**src/hdl/xcs_defines.svh**
```systemverilog
// Address map, register bits and timing constants for the chip-select decoder
// Functional notes
// Slow regions stretch both bus clock phases
// Speed control register selects stretching; cache fast
// Every 24-bit address decodes to one target
// Enabled on-chip ROM hides E000-FFFF from ROM
// Page DF00-DFFF never selects ROM or low
// Low select excludes ROM, cache, on-chip space
// Expansion, coprocessor space excludes on-chip, ROM, low
// Cache covers 0200-7FFF or 0000-7FFF by bit
// Port expansion select gated by bus control bit
// Bank selects, coprocessor select, active low
`ifndef XCS_DEFINES_SVH
`define XCS_DEFINES_SVH

// ---------------------------------------------------------------
// Register addresses
// ---------------------------------------------------------------
`define XCS_ADDR_BUS_CONTROL  24'h00df40
`define XCS_ADDR_SPEED_CTRL   24'h00df41
`define XCS_ADDR_PORT7_SEL    24'h00df27
`define XCS_RST_BUS_CONTROL   8'h00
`define XCS_RST_SPEED_CTRL    8'h00
`define XCS_RST_PORT7_SEL     8'h00

// ---------------------------------------------------------------
// Register bits
// ---------------------------------------------------------------
`define XCS_BIT_EXT_BUS   0
`define XCS_BIT_ROM_OFF   7
`define XCS_BIT_EXT_RAM   2
`define XCS_BIT_SLOW_EN   3
`define XCS_BIT_STRETCH   7

// ---------------------------------------------------------------
// Map boundaries
// ---------------------------------------------------------------
`define XCS_BANK_ZERO     8'h00
`define XCS_BANK_LOW_TOP  8'h3f
`define XCS_BANK_MID_TOP  8'hbf
`define XCS_PAGE_IO       8'hdf
`define XCS_RAM_TOP       16'h01ff
`define XCS_CACHE_TOP     16'h7fff
`define XCS_ROM_TOP       16'hffff
`define XCS_ROM_INT_BASE  16'he000
`define XCS_PORT_EXP_TOP  16'hdf1f
`define XCS_COPROC_BASE   16'hdfc0

// ---------------------------------------------------------------
// Timing, in rising edges of the fast input clock
// ---------------------------------------------------------------
`define XCS_FAST_HALF     4'h1
`define XCS_SLOW_HALF     4'h4

`endif

```
**src/hdl/xcs_pkg.sv**
```systemverilog
// Types shared by the chip-select decoder modules
`default_nettype none

package xcs_pkg;

	// Active-high selects, bit i is chip select i
	typedef struct packed {
		logic user_high;
		logic user_mid;
		logic low_mem;
		logic rom;
		logic cache;
		logic onchip;
		logic coproc;
		logic port_exp;
	} xcs_sel_t;

	// Configuration bits that steer the decode and the bus clock stretching
	typedef struct packed {
		logic ext_bus;
		logic ext_ram;
		logic rom_off;
		logic slow_en;
	} xcs_cfg_t;

endpackage : xcs_pkg

`default_nettype wire

```
**src/hdl/xcs_decode.sv**
```systemverilog
// Combinational decode of the 24-bit address into region selects
`default_nettype none
`include "xcs_defines.svh"

module xcs_decode
	import xcs_pkg::*;
(
	// Address and configuration
	input  wire logic [23:0] addr,
	input  wire xcs_cfg_t    cfg,
	// Decoded regions
	output xcs_sel_t         sel
);

	logic [7:0]  bank;
	logic [15:0] ofs;
	logic        bank0;
	logic        io_page;
	logic        in_port;
	logic        in_cop;
	logic        rom_int;
	logic        ram_int;

	assign bank = addr[23:16];
	assign ofs  = addr[15:0];

	// Region terms inside bank zero
	always_comb begin
		bank0   = (bank == `XCS_BANK_ZERO);
		io_page = bank0 && (ofs[15:8] == `XCS_PAGE_IO);
		// expansion only with external bus
		in_port = io_page && cfg.ext_bus && (ofs <= `XCS_PORT_EXP_TOP);
		in_cop  = io_page && (ofs >= `XCS_COPROC_BASE);
		// internal ROM hides top 8K
		rom_int = bank0 && !cfg.rom_off && (ofs >= `XCS_ROM_INT_BASE);
		ram_int = bank0 && !cfg.ext_ram && (ofs <= `XCS_RAM_TOP);
	end

	// One target per address; priority keeps regions disjoint
	always_comb begin
		sel          = '0;
		// expansion and coprocessor own their space
		sel.port_exp = in_port;
		sel.coproc   = in_cop;
		sel.onchip   = (io_page && !in_port && !in_cop) || rom_int || ram_int;
		// cache range by external RAM bit
		sel.cache    = bank0 && !ram_int && (ofs <= `XCS_CACHE_TOP);
		// IO page never reaches ROM
		sel.rom      = bank0 && (ofs > `XCS_CACHE_TOP) && !io_page && !rom_int;
		// remaining banks by range
		// bank zero is fully claimed above
		sel.low_mem  = !bank0 && (bank <= `XCS_BANK_LOW_TOP);
		// user memory banks
		sel.user_mid = (bank > `XCS_BANK_LOW_TOP) && (bank <= `XCS_BANK_MID_TOP);
		sel.user_high = (bank > `XCS_BANK_MID_TOP);
	end

endmodule : xcs_decode

`default_nettype wire

```
**src/hdl/xcs_phase_gen.sv**
```systemverilog
// Bus phase clock generator with per-access stretching
`default_nettype none
`include "xcs_defines.svh"

module xcs_phase_gen #(
	parameter logic [3:0] SLOW_HALF = `XCS_SLOW_HALF
) (
	// Clock and reset
	input  wire logic clk_sys,
	input  wire logic rst,
	// Fast clock edge and stretch request
	input  wire logic fast_rise,
	input  wire logic slow,
	// Generated phase clock
	output logic      phase_clk,
	output logic      stretching,
	output logic      low_start
);

	logic [3:0] cnt;
	logic [3:0] half_len;

	assign half_len = stretching ? SLOW_HALF : `XCS_FAST_HALF;

	// Count fast edges, toggle at the end of each half
	always_ff @(posedge clk_sys or posedge rst) begin
		if (rst) begin
			cnt       <= 4'h0;
			phase_clk <= 1'b0;
			low_start <= 1'b0;
		end else begin
			low_start <= 1'b0;
			if (fast_rise) begin
				if (cnt + 4'h1 >= half_len) begin
					cnt       <= 4'h0;
					phase_clk <= ~phase_clk;
					low_start <= phase_clk;
				end else begin
					cnt <= cnt + 4'h1;
				end
			end
		end
	end

	// Stretch chosen at each fall, held for both halves
	always_ff @(posedge clk_sys or posedge rst) begin
		if (rst) begin
			stretching <= 1'b0;
		end else if (fast_rise && phase_clk && (cnt + 4'h1 >= half_len)) begin
			// low and high both stretched
			stretching <= slow;
		end
	end

endmodule : xcs_phase_gen

`default_nettype wire

```
**src/hdl/xcs_top.sv**
```systemverilog
// External chip-select decoder with cache speed control
`default_nettype none
`include "xcs_defines.svh"

module xcs_top
	import xcs_pkg::*;
#(
	parameter logic [3:0] SLOW_HALF = `XCS_SLOW_HALF
) (
	// Clock and reset
	input  wire logic        clk_sys,
	input  wire logic        rst,
	// Fast input clock from the board
	input  wire logic        fast_input_clock,
	// Processor address and data
	input  wire logic [23:0] cpu_addr,
	input  wire logic        cpu_wr,
	input  wire logic        cpu_rd,
	input  wire logic [7:0]  cpu_wdata,
	output logic      [7:0]  cpu_rdata,
	output logic             cpu_rdata_valid,
	output logic             onchip_hit,
	// Chip selects, active low
	output logic             port_expansion_select_n,
	output logic             coprocessor_select_n,
	output logic             onchip_region_select_n,
	output logic             cache_memory_select_n,
	output logic             rom_select_n,
	output logic             low_memory_select_n,
	output logic             user_memory_mid_select_n,
	output logic             user_memory_high_select_n,
	// Bus clock
	output logic             bus_phase_clock
);

	// ---------------------------------------------------------------
	// Declarations
	// ---------------------------------------------------------------
	logic [7:0] bus_control;
	logic [7:0] system_speed_control;
	logic [7:0] port_seven_select_enable;
	logic       fast_meta;
	logic       fast_sync;
	logic       fast_prev;
	logic       fast_rise;
	xcs_cfg_t   cfg;
	xcs_sel_t   sel;
	logic [7:0] sel_bits;
	logic [7:0] next_sel_n;
	logic       slow;
	logic       stretching;
	logic       phase_clk;
	logic       hit_bus_ctl;
	logic       hit_speed;
	logic       hit_port7;
	logic [7:0] next_rdata;

	// ---------------------------------------------------------------
	// Fast input clock sampling
	// ---------------------------------------------------------------

	// Two stages before any logic looks at the pin
	always_ff @(posedge clk_sys or posedge rst) begin
		if (rst) begin
			fast_meta <= 1'b0;
			fast_sync <= 1'b0;
		end else begin
			fast_meta <= fast_input_clock;
			fast_sync <= fast_meta;
		end
	end

	// Edge detect on the settled copy only
	always_ff @(posedge clk_sys or posedge rst) begin
		if (rst) begin
			fast_prev <= 1'b0;
		end else begin
			fast_prev <= fast_sync;
		end
	end

	assign fast_rise = fast_sync && !fast_prev;

	// ---------------------------------------------------------------
	// Control registers
	// ---------------------------------------------------------------

	// Register hits; full address compare
	assign hit_bus_ctl = (cpu_addr == `XCS_ADDR_BUS_CONTROL);
	assign hit_speed   = (cpu_addr == `XCS_ADDR_SPEED_CTRL);
	assign hit_port7   = (cpu_addr == `XCS_ADDR_PORT7_SEL);

	// Bus control: expansion bus and ROM enable
	always_ff @(posedge clk_sys or posedge rst) begin
		if (rst) begin
			bus_control <= `XCS_RST_BUS_CONTROL;
		end else if (cpu_wr && hit_bus_ctl) begin
			bus_control <= cpu_wdata;
		end
	end

	// Speed control: RAM location and stretching
	always_ff @(posedge clk_sys or posedge rst) begin
		if (rst) begin
			system_speed_control <= `XCS_RST_SPEED_CTRL;
		end else if (cpu_wr && hit_speed) begin
			system_speed_control <= cpu_wdata;
		end
	end

	// Per-select pin enables
	always_ff @(posedge clk_sys or posedge rst) begin
		if (rst) begin
			port_seven_select_enable <= `XCS_RST_PORT7_SEL;
		end else if (cpu_wr && hit_port7) begin
			port_seven_select_enable <= cpu_wdata;
		end
	end

	// Configuration seen by the decoder
	always_comb begin
		// expansion bus enable bit
		cfg.ext_bus = bus_control[`XCS_BIT_EXT_BUS];
		cfg.rom_off = bus_control[`XCS_BIT_ROM_OFF];
		// internal or external low RAM
		cfg.ext_ram = system_speed_control[`XCS_BIT_EXT_RAM];
		// stretching enabled by speed control
		cfg.slow_en = system_speed_control[`XCS_BIT_SLOW_EN];
	end

	// ---------------------------------------------------------------
	// Address decode
	// ---------------------------------------------------------------
	xcs_decode u_decode (
		.addr (cpu_addr),
		.cfg  (cfg),
		.sel  (sel)
	);

	assign sel_bits = sel;

	// Pin enables gate each select; disabled pins stay high
	always_comb begin
		// selects driven low when active
		next_sel_n = ~(sel_bits & port_seven_select_enable);
	end

	// Registered select pins, all idle during reset
	always_ff @(posedge clk_sys or posedge rst) begin
		if (rst) begin
			user_memory_high_select_n <= 1'b1;
			user_memory_mid_select_n  <= 1'b1;
			low_memory_select_n       <= 1'b1;
			rom_select_n              <= 1'b1;
			cache_memory_select_n     <= 1'b1;
			onchip_region_select_n    <= 1'b1;
			coprocessor_select_n      <= 1'b1;
			port_expansion_select_n   <= 1'b1;
		end else begin
			user_memory_high_select_n <= next_sel_n[7];
			user_memory_mid_select_n  <= next_sel_n[6];
			low_memory_select_n       <= next_sel_n[5];
			rom_select_n              <= next_sel_n[4];
			cache_memory_select_n     <= next_sel_n[3];
			onchip_region_select_n    <= next_sel_n[2];
			coprocessor_select_n      <= next_sel_n[1];
			port_expansion_select_n   <= next_sel_n[0];
		end
	end

	// On-chip hit is internal, so it ignores the pin enables
	always_ff @(posedge clk_sys or posedge rst) begin
		if (rst) begin
			onchip_hit <= 1'b0;
		end else begin
			onchip_hit <= sel.onchip;
		end
	end

	// ---------------------------------------------------------------
	// Bus clock stretching
	// ---------------------------------------------------------------

	// Cache and on-chip space run at full rate
	always_comb begin
		// only non-cache space slows
		slow = cfg.slow_en && !sel.cache && !sel.onchip;
	end

	xcs_phase_gen #(
		.SLOW_HALF (SLOW_HALF)
	) u_phase (
		.clk_sys    (clk_sys),
		.rst        (rst),
		.fast_rise  (fast_rise),
		.slow       (slow),
		.phase_clk  (phase_clk),
		.stretching (stretching),
		.low_start  ()
	);

	// Extra stage keeps the pin straight off a flip-flop
	always_ff @(posedge clk_sys or posedge rst) begin
		if (rst) begin
			bus_phase_clock <= 1'b0;
		end else begin
			bus_phase_clock <= phase_clk;
		end
	end

	// ---------------------------------------------------------------
	// Register read-back
	// ---------------------------------------------------------------

	// Speed control top bit shows live stretching state
	always_comb begin
		next_rdata = 8'h00;
		if (hit_bus_ctl) begin
			next_rdata = bus_control;
		end else if (hit_speed) begin
			next_rdata = system_speed_control;
			next_rdata[`XCS_BIT_STRETCH] = stretching;
		end else if (hit_port7) begin
			next_rdata = port_seven_select_enable;
		end
	end

	// Read data one cycle after the request
	always_ff @(posedge clk_sys or posedge rst) begin
		if (rst) begin
			cpu_rdata       <= 8'h00;
			cpu_rdata_valid <= 1'b0;
		end else begin
			cpu_rdata_valid <= cpu_rd && (hit_bus_ctl || hit_speed || hit_port7);
			if (cpu_rd) begin
				cpu_rdata <= next_rdata;
			end
		end
	end

endmodule : xcs_top

`default_nettype wire

```
**config.mk**
```make
export PLATFORM = sky130hd
export DESIGN_NAME = xcs_top
export DESIGN_NICKNAME = d
export VERILOG_FILES = /design/src/hdl/xcs_pkg.sv /design/src/hdl/xcs_decode.sv /design/src/hdl/xcs_phase_gen.sv /design/src/hdl/xcs_top.sv
export VERILOG_INCLUDE_DIRS = /design/src /design/src/hdl
export SDC_FILE = /design/constraint.sdc
export NUM_CORES = 1
export LEC_CHECK = 0
export BUFFER_PORTS_ARGS = -buffer_cell sky130_fd_sc_hd__buf_2
export CAP_MARGIN = 20
export CORE_MARGIN = 3
export CORE_UTILIZATION = 45
export CTS_BUF_LIST = sky130_fd_sc_hd__clkbuf_4
export CTS_CLUSTER_DIAMETER = 50
export DETAILED_ROUTE_END_ITERATION = 10
export PLACE_DENSITY = 0.7
export SETUP_SLACK_MARGIN = 0.05
export SYNTH_ARGS = -nofsm -noshare
export SYNTH_HDL_FRONTEND = slang
export SYNTH_HIERARCHICAL = 1
export SYNTH_SLANG_ARGS = --single-unit
```
**constraint.sdc**
```tcl
create_clock -name clk_sys -period 1.8 [get_ports clk_sys]
set_input_delay 0.27 -clock clk_sys [delete_from_list [all_inputs] [get_ports clk_sys]]
set_output_delay 0.27 -clock clk_sys [all_outputs]
set_load 0.02 [all_outputs]
```
Word-level counts from Yosys, hierarchy flattened --
Index checks and enable logic that the tools add are counted.
Word-level totals: register bits 51, logic and storage cells 88, output and inout bits 19, input bits 37
Cells by class: add/sub/neg operators 1, $lt $le $gt $ge 11, mux-type cells 5, reduce and logical (&&, ||, !) cells 43, eq/ne operators 4, bitwise gates (word level) 3
Operator list (count):
- $eq A24 B16 Y1 const B | 3
- $ge A16 B16 Y1 const B | 2
- $logic_and A1 B1 Y1 | 26
- $mux W8 | 3
- $gt A16 B15 Y1 const B | 1
- $le A16 B15 Y1 const B | 1
- $le A16 B16 Y1 const B | 1
- $le A16 B9 Y1 const B | 1
- $logic_not A1 Y1 | 11
- $and A8 B8 Y8 | 1
- $eq A8 B8 Y1 const B | 1
- $gt A8 B6 Y1 const B | 1
- $gt A8 B8 Y1 const B | 1
- $le A8 B6 Y1 const B | 1
- $le A8 B8 Y1 const B | 1
- $logic_not A8 Y1 | 1
- $not A8 Y8 | 1
- $add A4 B1 Y4 const B | 1
- $ge A4 B4 Y1 | 1
- $logic_or A1 B1 Y1 | 4
- $mux W4 | 1
- $mux W3 | 1
- $reduce_and A2 Y1 | 1
- $not A1 Y1 | 1

Logic depth before layout (Yosys ltp) --
Gate-level depths: netlist (run 1).
word-level depth 11, gate-level depth with buffers 7, gate-level depth less buffers 7

Hierarchy --
Netlist (run 1), hierarchy kept.
By module, submodules not included:
- xcs_top | instances 1, seq. area each 1136.1 um^2, area each 1893.1 um^2, cells each 144
- xcs_phase_gen | instances 1, seq. area each 175.2 um^2, area each 371.6 um^2, cells each 36
- xcs_decode | instances 1, seq. area each 0.0 um^2, area each 196.4 um^2, cells each 28

Least setup slack after synthesis (run 1) --
OpenSTA, ideal clock, no wires.
path type reg-to-reg, from reg u_phase.cnt[0], to reg u_phase.stretching, stages on the path, launching flop included 6, buffers on the path 0, slack 0.010 ns, period minus slack after synthesis 1.790 ns, setup time 0.125 ns, data required time 1.675 ns, arrival time 1.665 ns, cell sequence dfrtp_1 ha_1 or3b_1 a21oi_2 a21oi_2 mux2_4
Between the ends: longest elaborated chain between the ends 3
Ends and longest elaborated chain:
- start: declaration | RTL line xcs_phase_gen.sv:20 | logic [3:0] cnt;
- start signal: assignment | RTL line xcs_phase_gen.sv:39 | cnt <= cnt + 4'h1;
- $add A4 B1 Y4 | RTL line xcs_phase_gen.sv:49 | end else if (fast_rise && phase_clk && (cnt + 4'h1 >= half_len)) begin
- $ge A4 B4 Y1 | RTL line xcs_phase_gen.sv:49
- $logic_and A1 B1 Y1 | RTL line xcs_phase_gen.sv:49
- end signal: assignment | RTL line xcs_phase_gen.sv:51 | stretching <= slow;
- end: declaration | RTL line xcs_phase_gen.sv:16 | output logic stretching,
Every way passes these cells. A chain may end at the register's enable or synchronous reset.

Worst setup path in the final report (run 1) --
from reg u_phase.cnt[1], to reg u_phase.stretching
The elaborated chain is that of the path after synthesis.

==> key figures, run 1 <==
Status
  • Status: completed

Run
  • Max cap viols: 0

Global routing
  • Initial antenna violation count: 0
  • Largest net degree at the start of global routing: 45
  • Vias in the first global route: 1916
  • First-pass GRT wire length: 9239 µm
  • GR Overflow Total: 0
  • Gr usage total: 18.57%

Floorplanning
  • Ports: 56
  • Row count: 26
  • Die Span X: 79.58 µm
  • Initial Util: 47.10%
  • Die Y: 79.58 µm
  • Die area: 0.006332 mm²
  • Std-Cell Core Area: 0.005172 mm²

Routing
  • Uppermost layer routed: met4
  • DRC viols: 0
  • Met2 wire len: 2631 µm
  • DR vias/cell: 5.400
  • Pre-antenna DRT Iters: 4
  • Average routed wire per standard cell: 15.58 µm
  • Via count: 1890
  • Wire length on met3: 280 µm
  • Overall routed net length: 5454 µm
  • ANT nets after route: 0
  • Starting DRC count in detailed routing: 61
  • Met1 WL: 2409 µm

Setup path
  • Setup crit start kind: flop
  • Critical Path RT: 2.08 ns
  • Critical path arrival: 2.05 ns
  • Worst Path Max Fanout: 3
  • Endpoint class of the critical path: flop
  • Critical path type: flop to flop

Power
  • Leakage: 1.418 nW
  • Clock power share: 26.8%
  • Sw frac: 26.79%
  • Part of the power in combinational logic: 11.1%
  • Final Power: 1.941 mW
  • Worst vdd ir: 0.3306 mV
  • P_sw: 520.0 µW
  • Fraction of power consumed by sequential logic: 62.2%
  • Internal: 1.421 mW
  • Power Density: 648.3 mW/mm²

Placed design
  • GP Congestion: 0.8082
  • Final HPWL from detailed placement: 4047 µm
  • Number of I/O port buffers: 55
  • Dpl cell area: 0.002869 mm²

Timing
  • # setup viols final: 0
  • Final period utilization: 98.72%
  • Final hold vios: 0
  • RSZ-0062 raised after global routing: yes
  • Final min period: 1.777 ns
  • Fin. max-slew vios: 0
  • Clock skew: 0.01846 ns
  • Max-slew headroom: 63.36%
  • Achievable Freq: 562.7 MHz
  • Slew @ Worst Pin: 0.5496 ns

Clock tree
  • # clock sinks: 51
  • Clk root buf: clkbuf_4
  • Cts bufs inserted: 5
  • H-Tree Depth: 2
  • Later-pin clock latency in the skew report: 0.37 ns
  • CTS max path bufs: 2
  • CTS tree: done
  • Reg clk slew, reported paths: 0.16 ns

Yosys
  • Mapped Nets: 249
  • Synthesized cell area: 0.002436 mm²
  • Mapped Cells: 207
  • Warnings from Yosys: 6
  • Syn_area_per_cell: 11.77 µm²

Finish
  • Nets: 321
  • Share of cells above drive strength 1: 46.07%
  • Design Area, Final: 0.002994 mm²
  • FF/Latch Area: 0.001287 mm²
  • Ant. Diodes: 0
  • Area of the multi-input gates: 0.001099 mm²
  • Area grow syn2layout: 22.91%
  • # fillers: 459

Min path
  • Hold crit path type: input port to flop
[routing by layer]
metal  GRT usage (%)  vias to the layer above
met1           24.16                      919
met3           3.837                       12
met4           6.529                        0
met5               0                        -
li1                -                      908
met2           30.63                       51
[sequential cells by signal, summed over array words and instances, names as in the netlist, 4 cells and up]
name,flops
u_phase/cnt,4
system_speed_control,7
port_seven_select_enable,8
bus_control,8
cpu_rdata,8
[path summary, 6_finish.rpt]
kind / endpoint / slack, ns / from / cells after the start
max: u_phase/stretching$_DFFE_PP0P_ / 0.02 / u_phase/cnt[1]$_DFFE_PP0P_ / 5
min reg2reg: fast_sync$_DFF_PP0_ / 0.37 / fast_meta$_DFF_PP0_ / 0
max reg2reg: u_phase/stretching$_DFFE_PP0P_ / 0.02 / u_phase/cnt[1]$_DFFE_PP0P_ / 5
min in group asynchronous: u_phase/stretching$_DFFE_PP0P_ / 0.36 / rst / 3
max in group asynchronous: user_memory_high_select_n$_DFF_PP1_ / 0.82 / rst / 4
min: bus_control[1]$_DFFE_PP0P_ / 0.15 / cpu_wdata[1] / 2
[area by class of cell]
cell class / instances / area share, %
sequential: 51 / 43.00
clock inverter: 3 / 0.6268
inverter: 9 / 1.128
multi-input combinational: 137 / 36.69
clock buffer: 5 / 1.254
tap: 70 / 2.925
timing repair buffer: 75 / 14.38
[worst max-delay path, cell delays in order, from the launching register on]
cell and delay (ns):
dfrtp_1 0.45, ha_4 0.26, or3b_1 0.38, a21oi_2 0.20, a21oi_2 0.09, mux2_4 0.31
[power by group through the flow]
stage | Sequential (mW) | Combinational [mW] | Clock [mW]
global placement | 1.23 | 0.212 | 0
detailed placement | 1.23 | 0.213 | 0
floorplan | 1.25 | 0.0766 | 0
global route | 1.21 | 0.238 | 0.591
finish | 1.21 | 0.215 | 0.520
CTS | 1.21 | 0.217 | 0.535
[repair_timing]
| item | CTS | global route |
|---|---|---|
| gates resized for setup | 2 | 3 |
| buffers inserted | 1 | 2 |
| hold buffers | 2 | 0 |
| setup endpoints to repair | 4 | 5 |
| endpoints found under the hold margin | 8 | 0 |
| cloned | 0 | 0 |
| pin swaps | 3 | 5 |
[cell usage in the layout, fill, tap and decap left out, drive strengths merged, types with 4 or more instances in the layout]
master and instances:
inv 9, a22o 8, ha 5, nor2 9, dfrtp 43, nor3 4, a31oi 9, nand2 16
nor4b 4, clkbuf 5, mux2 24, buf 73, a21oi 4, nand3 13, dfstp 8, nand4 12
[per-stage QoR]
step | utilization [%] | hold slack (ns) | setup TNS, ns | setup WS [ns] | cells
final | 57.89 | 0.1494 | 0 | 0.02297 | 350
after global routing | 57.89 | 0.1286 | -0.02828 | -0.02828 | 350
after CTS | 57.33 | 0.1415 | -0.01962 | -0.01962 | 348
after detailed placement | 55.47 | 0.2295 | -0.02587 | -0.02587 | 337
after global placement | 55.47 | 0.2171 | 0 | 0.007181 | 337
after floorplan | - | 0.06096 | 0 | 0.05276 | 207
Power figures use the tool's default switching activity.
==> run 2, diff against run 1 <==
--- a/config.mk
+++ b/config.mk
@@ -6,7 +6,7 @@
 export SDC_FILE = /design/constraint.sdc
 export NUM_CORES = 1
 export LEC_CHECK = 0
-export BUFFER_PORTS_ARGS = -buffer_cell sky130_fd_sc_hd__buf_2
+export BUFFER_PORTS_ARGS = -buffer_cell sky130_fd_sc_hd__buf_4
 export CAP_MARGIN = 20
 export CORE_MARGIN = 3
 export CORE_UTILIZATION = 45
==> key figures, run 2 (synthesis gave the netlist of run 1 again) <==
Global routing
  • GR Overflow Total: 0
  • Initial antenna violation count: 0
  • Largest net degree at the start of global routing: 46
  • First-pass GRT wire length: 9356 µm
  • Vias in the first global route: 1951
  • Gr usage total: 18.79%

Finish
  • Final Util: 60.96%
  • Layout Cells excl Fill: 350
  • Highest-count cells in the layout ignoring fill and taps: buf_4 (73), dfrtp_1 (43), mux2_2 (23)
  • # fillers: 434
  • Largest registers: bus_control (8), cpu_rdata (8), port_seven_select_enable (8)
  • Design Area, Final: 0.003153 mm²
  • Share of cells above drive strength 1: 45.71%
  • Area grow syn2layout: 29.43%
  • Area of the multi-input gates: 0.001097 mm²
  • FF/Latch Area: 0.001286 mm²
  • Commonest non-fill, non-tap cell in the layout: buf_4
  • Nets: 321
  • Ant. Diodes: 0

Clock tree
  • Clk root buf: clkbuf_4
  • Cts bufs inserted: 5
  • Reg clk slew, reported paths: 0.15 ns
  • # clock sinks: 51
  • CTS max path bufs: 2
  • Later-pin clock latency in the skew report: 0.35 ns
  • CTS tree: done
  • H-Tree Depth: 2

Routing
  • ANT nets after route: 0
  • Overall routed net length: 5538 µm
  • Via count: 1902
  • Starting DRC count in detailed routing: 88
  • DR vias/cell: 5.434
  • Pre-antenna DRT Iters: 4
  • Average routed wire per standard cell: 15.82 µm
  • DRC viols: 0

Floorplanning
  • Die area: 0.006332 mm²
  • Die Span X: 79.58 µm
  • Row count: 26
  • Die Y: 79.58 µm
  • Std-Cell Core Area: 0.005172 mm²
  • Ports: 56
  • Initial Util: 47.10%

Power
  • Worst vdd ir: 0.5065 mV
  • Final Power: 2.106 mW
  • Power Density: 667.9 mW/mm²
  • Leakage: 1.482 nW

Timing
  • Achievable Freq: 552.5 MHz
  • Hold slack final: 0.1518 ns
  • Setup ws final: -0.01009 ns
  • Final min period: 1.810 ns
  • # setup viols final: 1
  • Final hold vios: 0
  • RSZ-0062 raised after global routing: yes
  • Fin. max-slew vios: 0
  • Clock skew: 0.008101 ns
  • Setup_tns: -0.01009 ns
  • Final period utilization: 100.6%
  • Max-slew headroom: 63.63%
  • Slew @ Worst Pin: 0.5455 ns

Setup path
  • CP cell instances: ha_1 -> or3b_1 -> a21oi_2 -> a21oi_2 -> mux2_4
  • Critical path arrival: 2.06 ns
  • Critical path type: flop to flop
  • Worst path most repeated cell: a21oi_2
  • Setup crit start kind: flop
  • Slowest-stage cell, CP: dfrtp_1
  • Worst Path Max Fanout: 3
  • Endpoint class of the critical path: flop
  • Reg2reg setup slack: -0.01 ns
  • Critical Path RT: 2.05 ns
  • Max incr delay on CP: 0.45 ns

Placed design
  • Pre-CTS WS: -0.05163 ns
  • GP Congestion: 0.8771
  • Number of I/O port buffers: 55
  • Final HPWL from detailed placement: 4156 µm
  • Dpl cells: 338
  • Dpl cell area: 0.003014 mm²

Status
  • Status: complete, but fails checks
  • Failing checks: setup timing

Run
  • Max cap viols: 0

Min path
  • Hold crit path type: input port to flop
-- run 2: changes by cell type in the layout (fill, tap and decap cells not counted), sizes merged --
cell and change:
bufinv +1, clkinv -1
-- run 2: power by group --
group | internal (mW) | switching (mW)
clock network | 0.294 | 0.354
registers | 1.18 | 0.0228
logic | 0.119 | 0.132
total | 1.60 | 0.508
-- run 2: path summary, 6_finish.rpt --
path | start | end | cells past startpoint
setup / recovery | u_phase/cnt[0]$_DFFE_PP0P_ | u_phase/stretching$_DFFE_PP0P_ | 5
hold / removal | cpu_wdata[6] | bus_control[6]$_DFFE_PP0P_ | 2
setup reg to reg | u_phase/cnt[0]$_DFFE_PP0P_ | u_phase/stretching$_DFFE_PP0P_ | 5
hold reg to reg | fast_meta$_DFF_PP0_ | fast_sync$_DFF_PP0_ | 0
max in group asynchronous | rst | coprocessor_select_n$_DFF_PP1_ | 4
min in group asynchronous | rst | u_phase/phase_clk$_DFFE_PP0P_ | 3
-- run 2: what timing repair did --
item / CTS / global route
hold endpoints to repair: 7 / 0
pin swaps: 5 / 4
hold buffers: 2 / 0
gates resized for setup: 1 / 4
endpoints found under the setup margin: 4 / 5
buffers inserted: 2 / 0
-- run 2: area by class of cell --
type / instances / share of cell area (%)
tap: 70 / 2.778
clock inverter: 3 / 1.349
timing repair buffer: 75 / 18.02
inverter: 9 / 1.071
sequential: 51 / 40.79
multi-input combinational: 137 / 34.80
clock buffer: 5 / 1.190
-- run 2: layer usage --
layer  track usage, %  vias up  part of all wire [%]
li1                 -      912                     -
met1            25.29      931                    44
met2            30.55       53                    49
met3            3.273        6                   5.0
met4            6.529        0                   1.6
met5                0        -                     0
-- run 2: critical path, delay by kind of cell, from the launching register on --
| kind | cells | cell delay (ns) |
|---|---|---|
| simple gates | 1 | 0.37 |
| fa+ha+maj | 1 | 0.28 |
| flops | 1 | 0.45 |
| mux | 1 | 0.30 |
| compound gates | 2 | 0.31 |
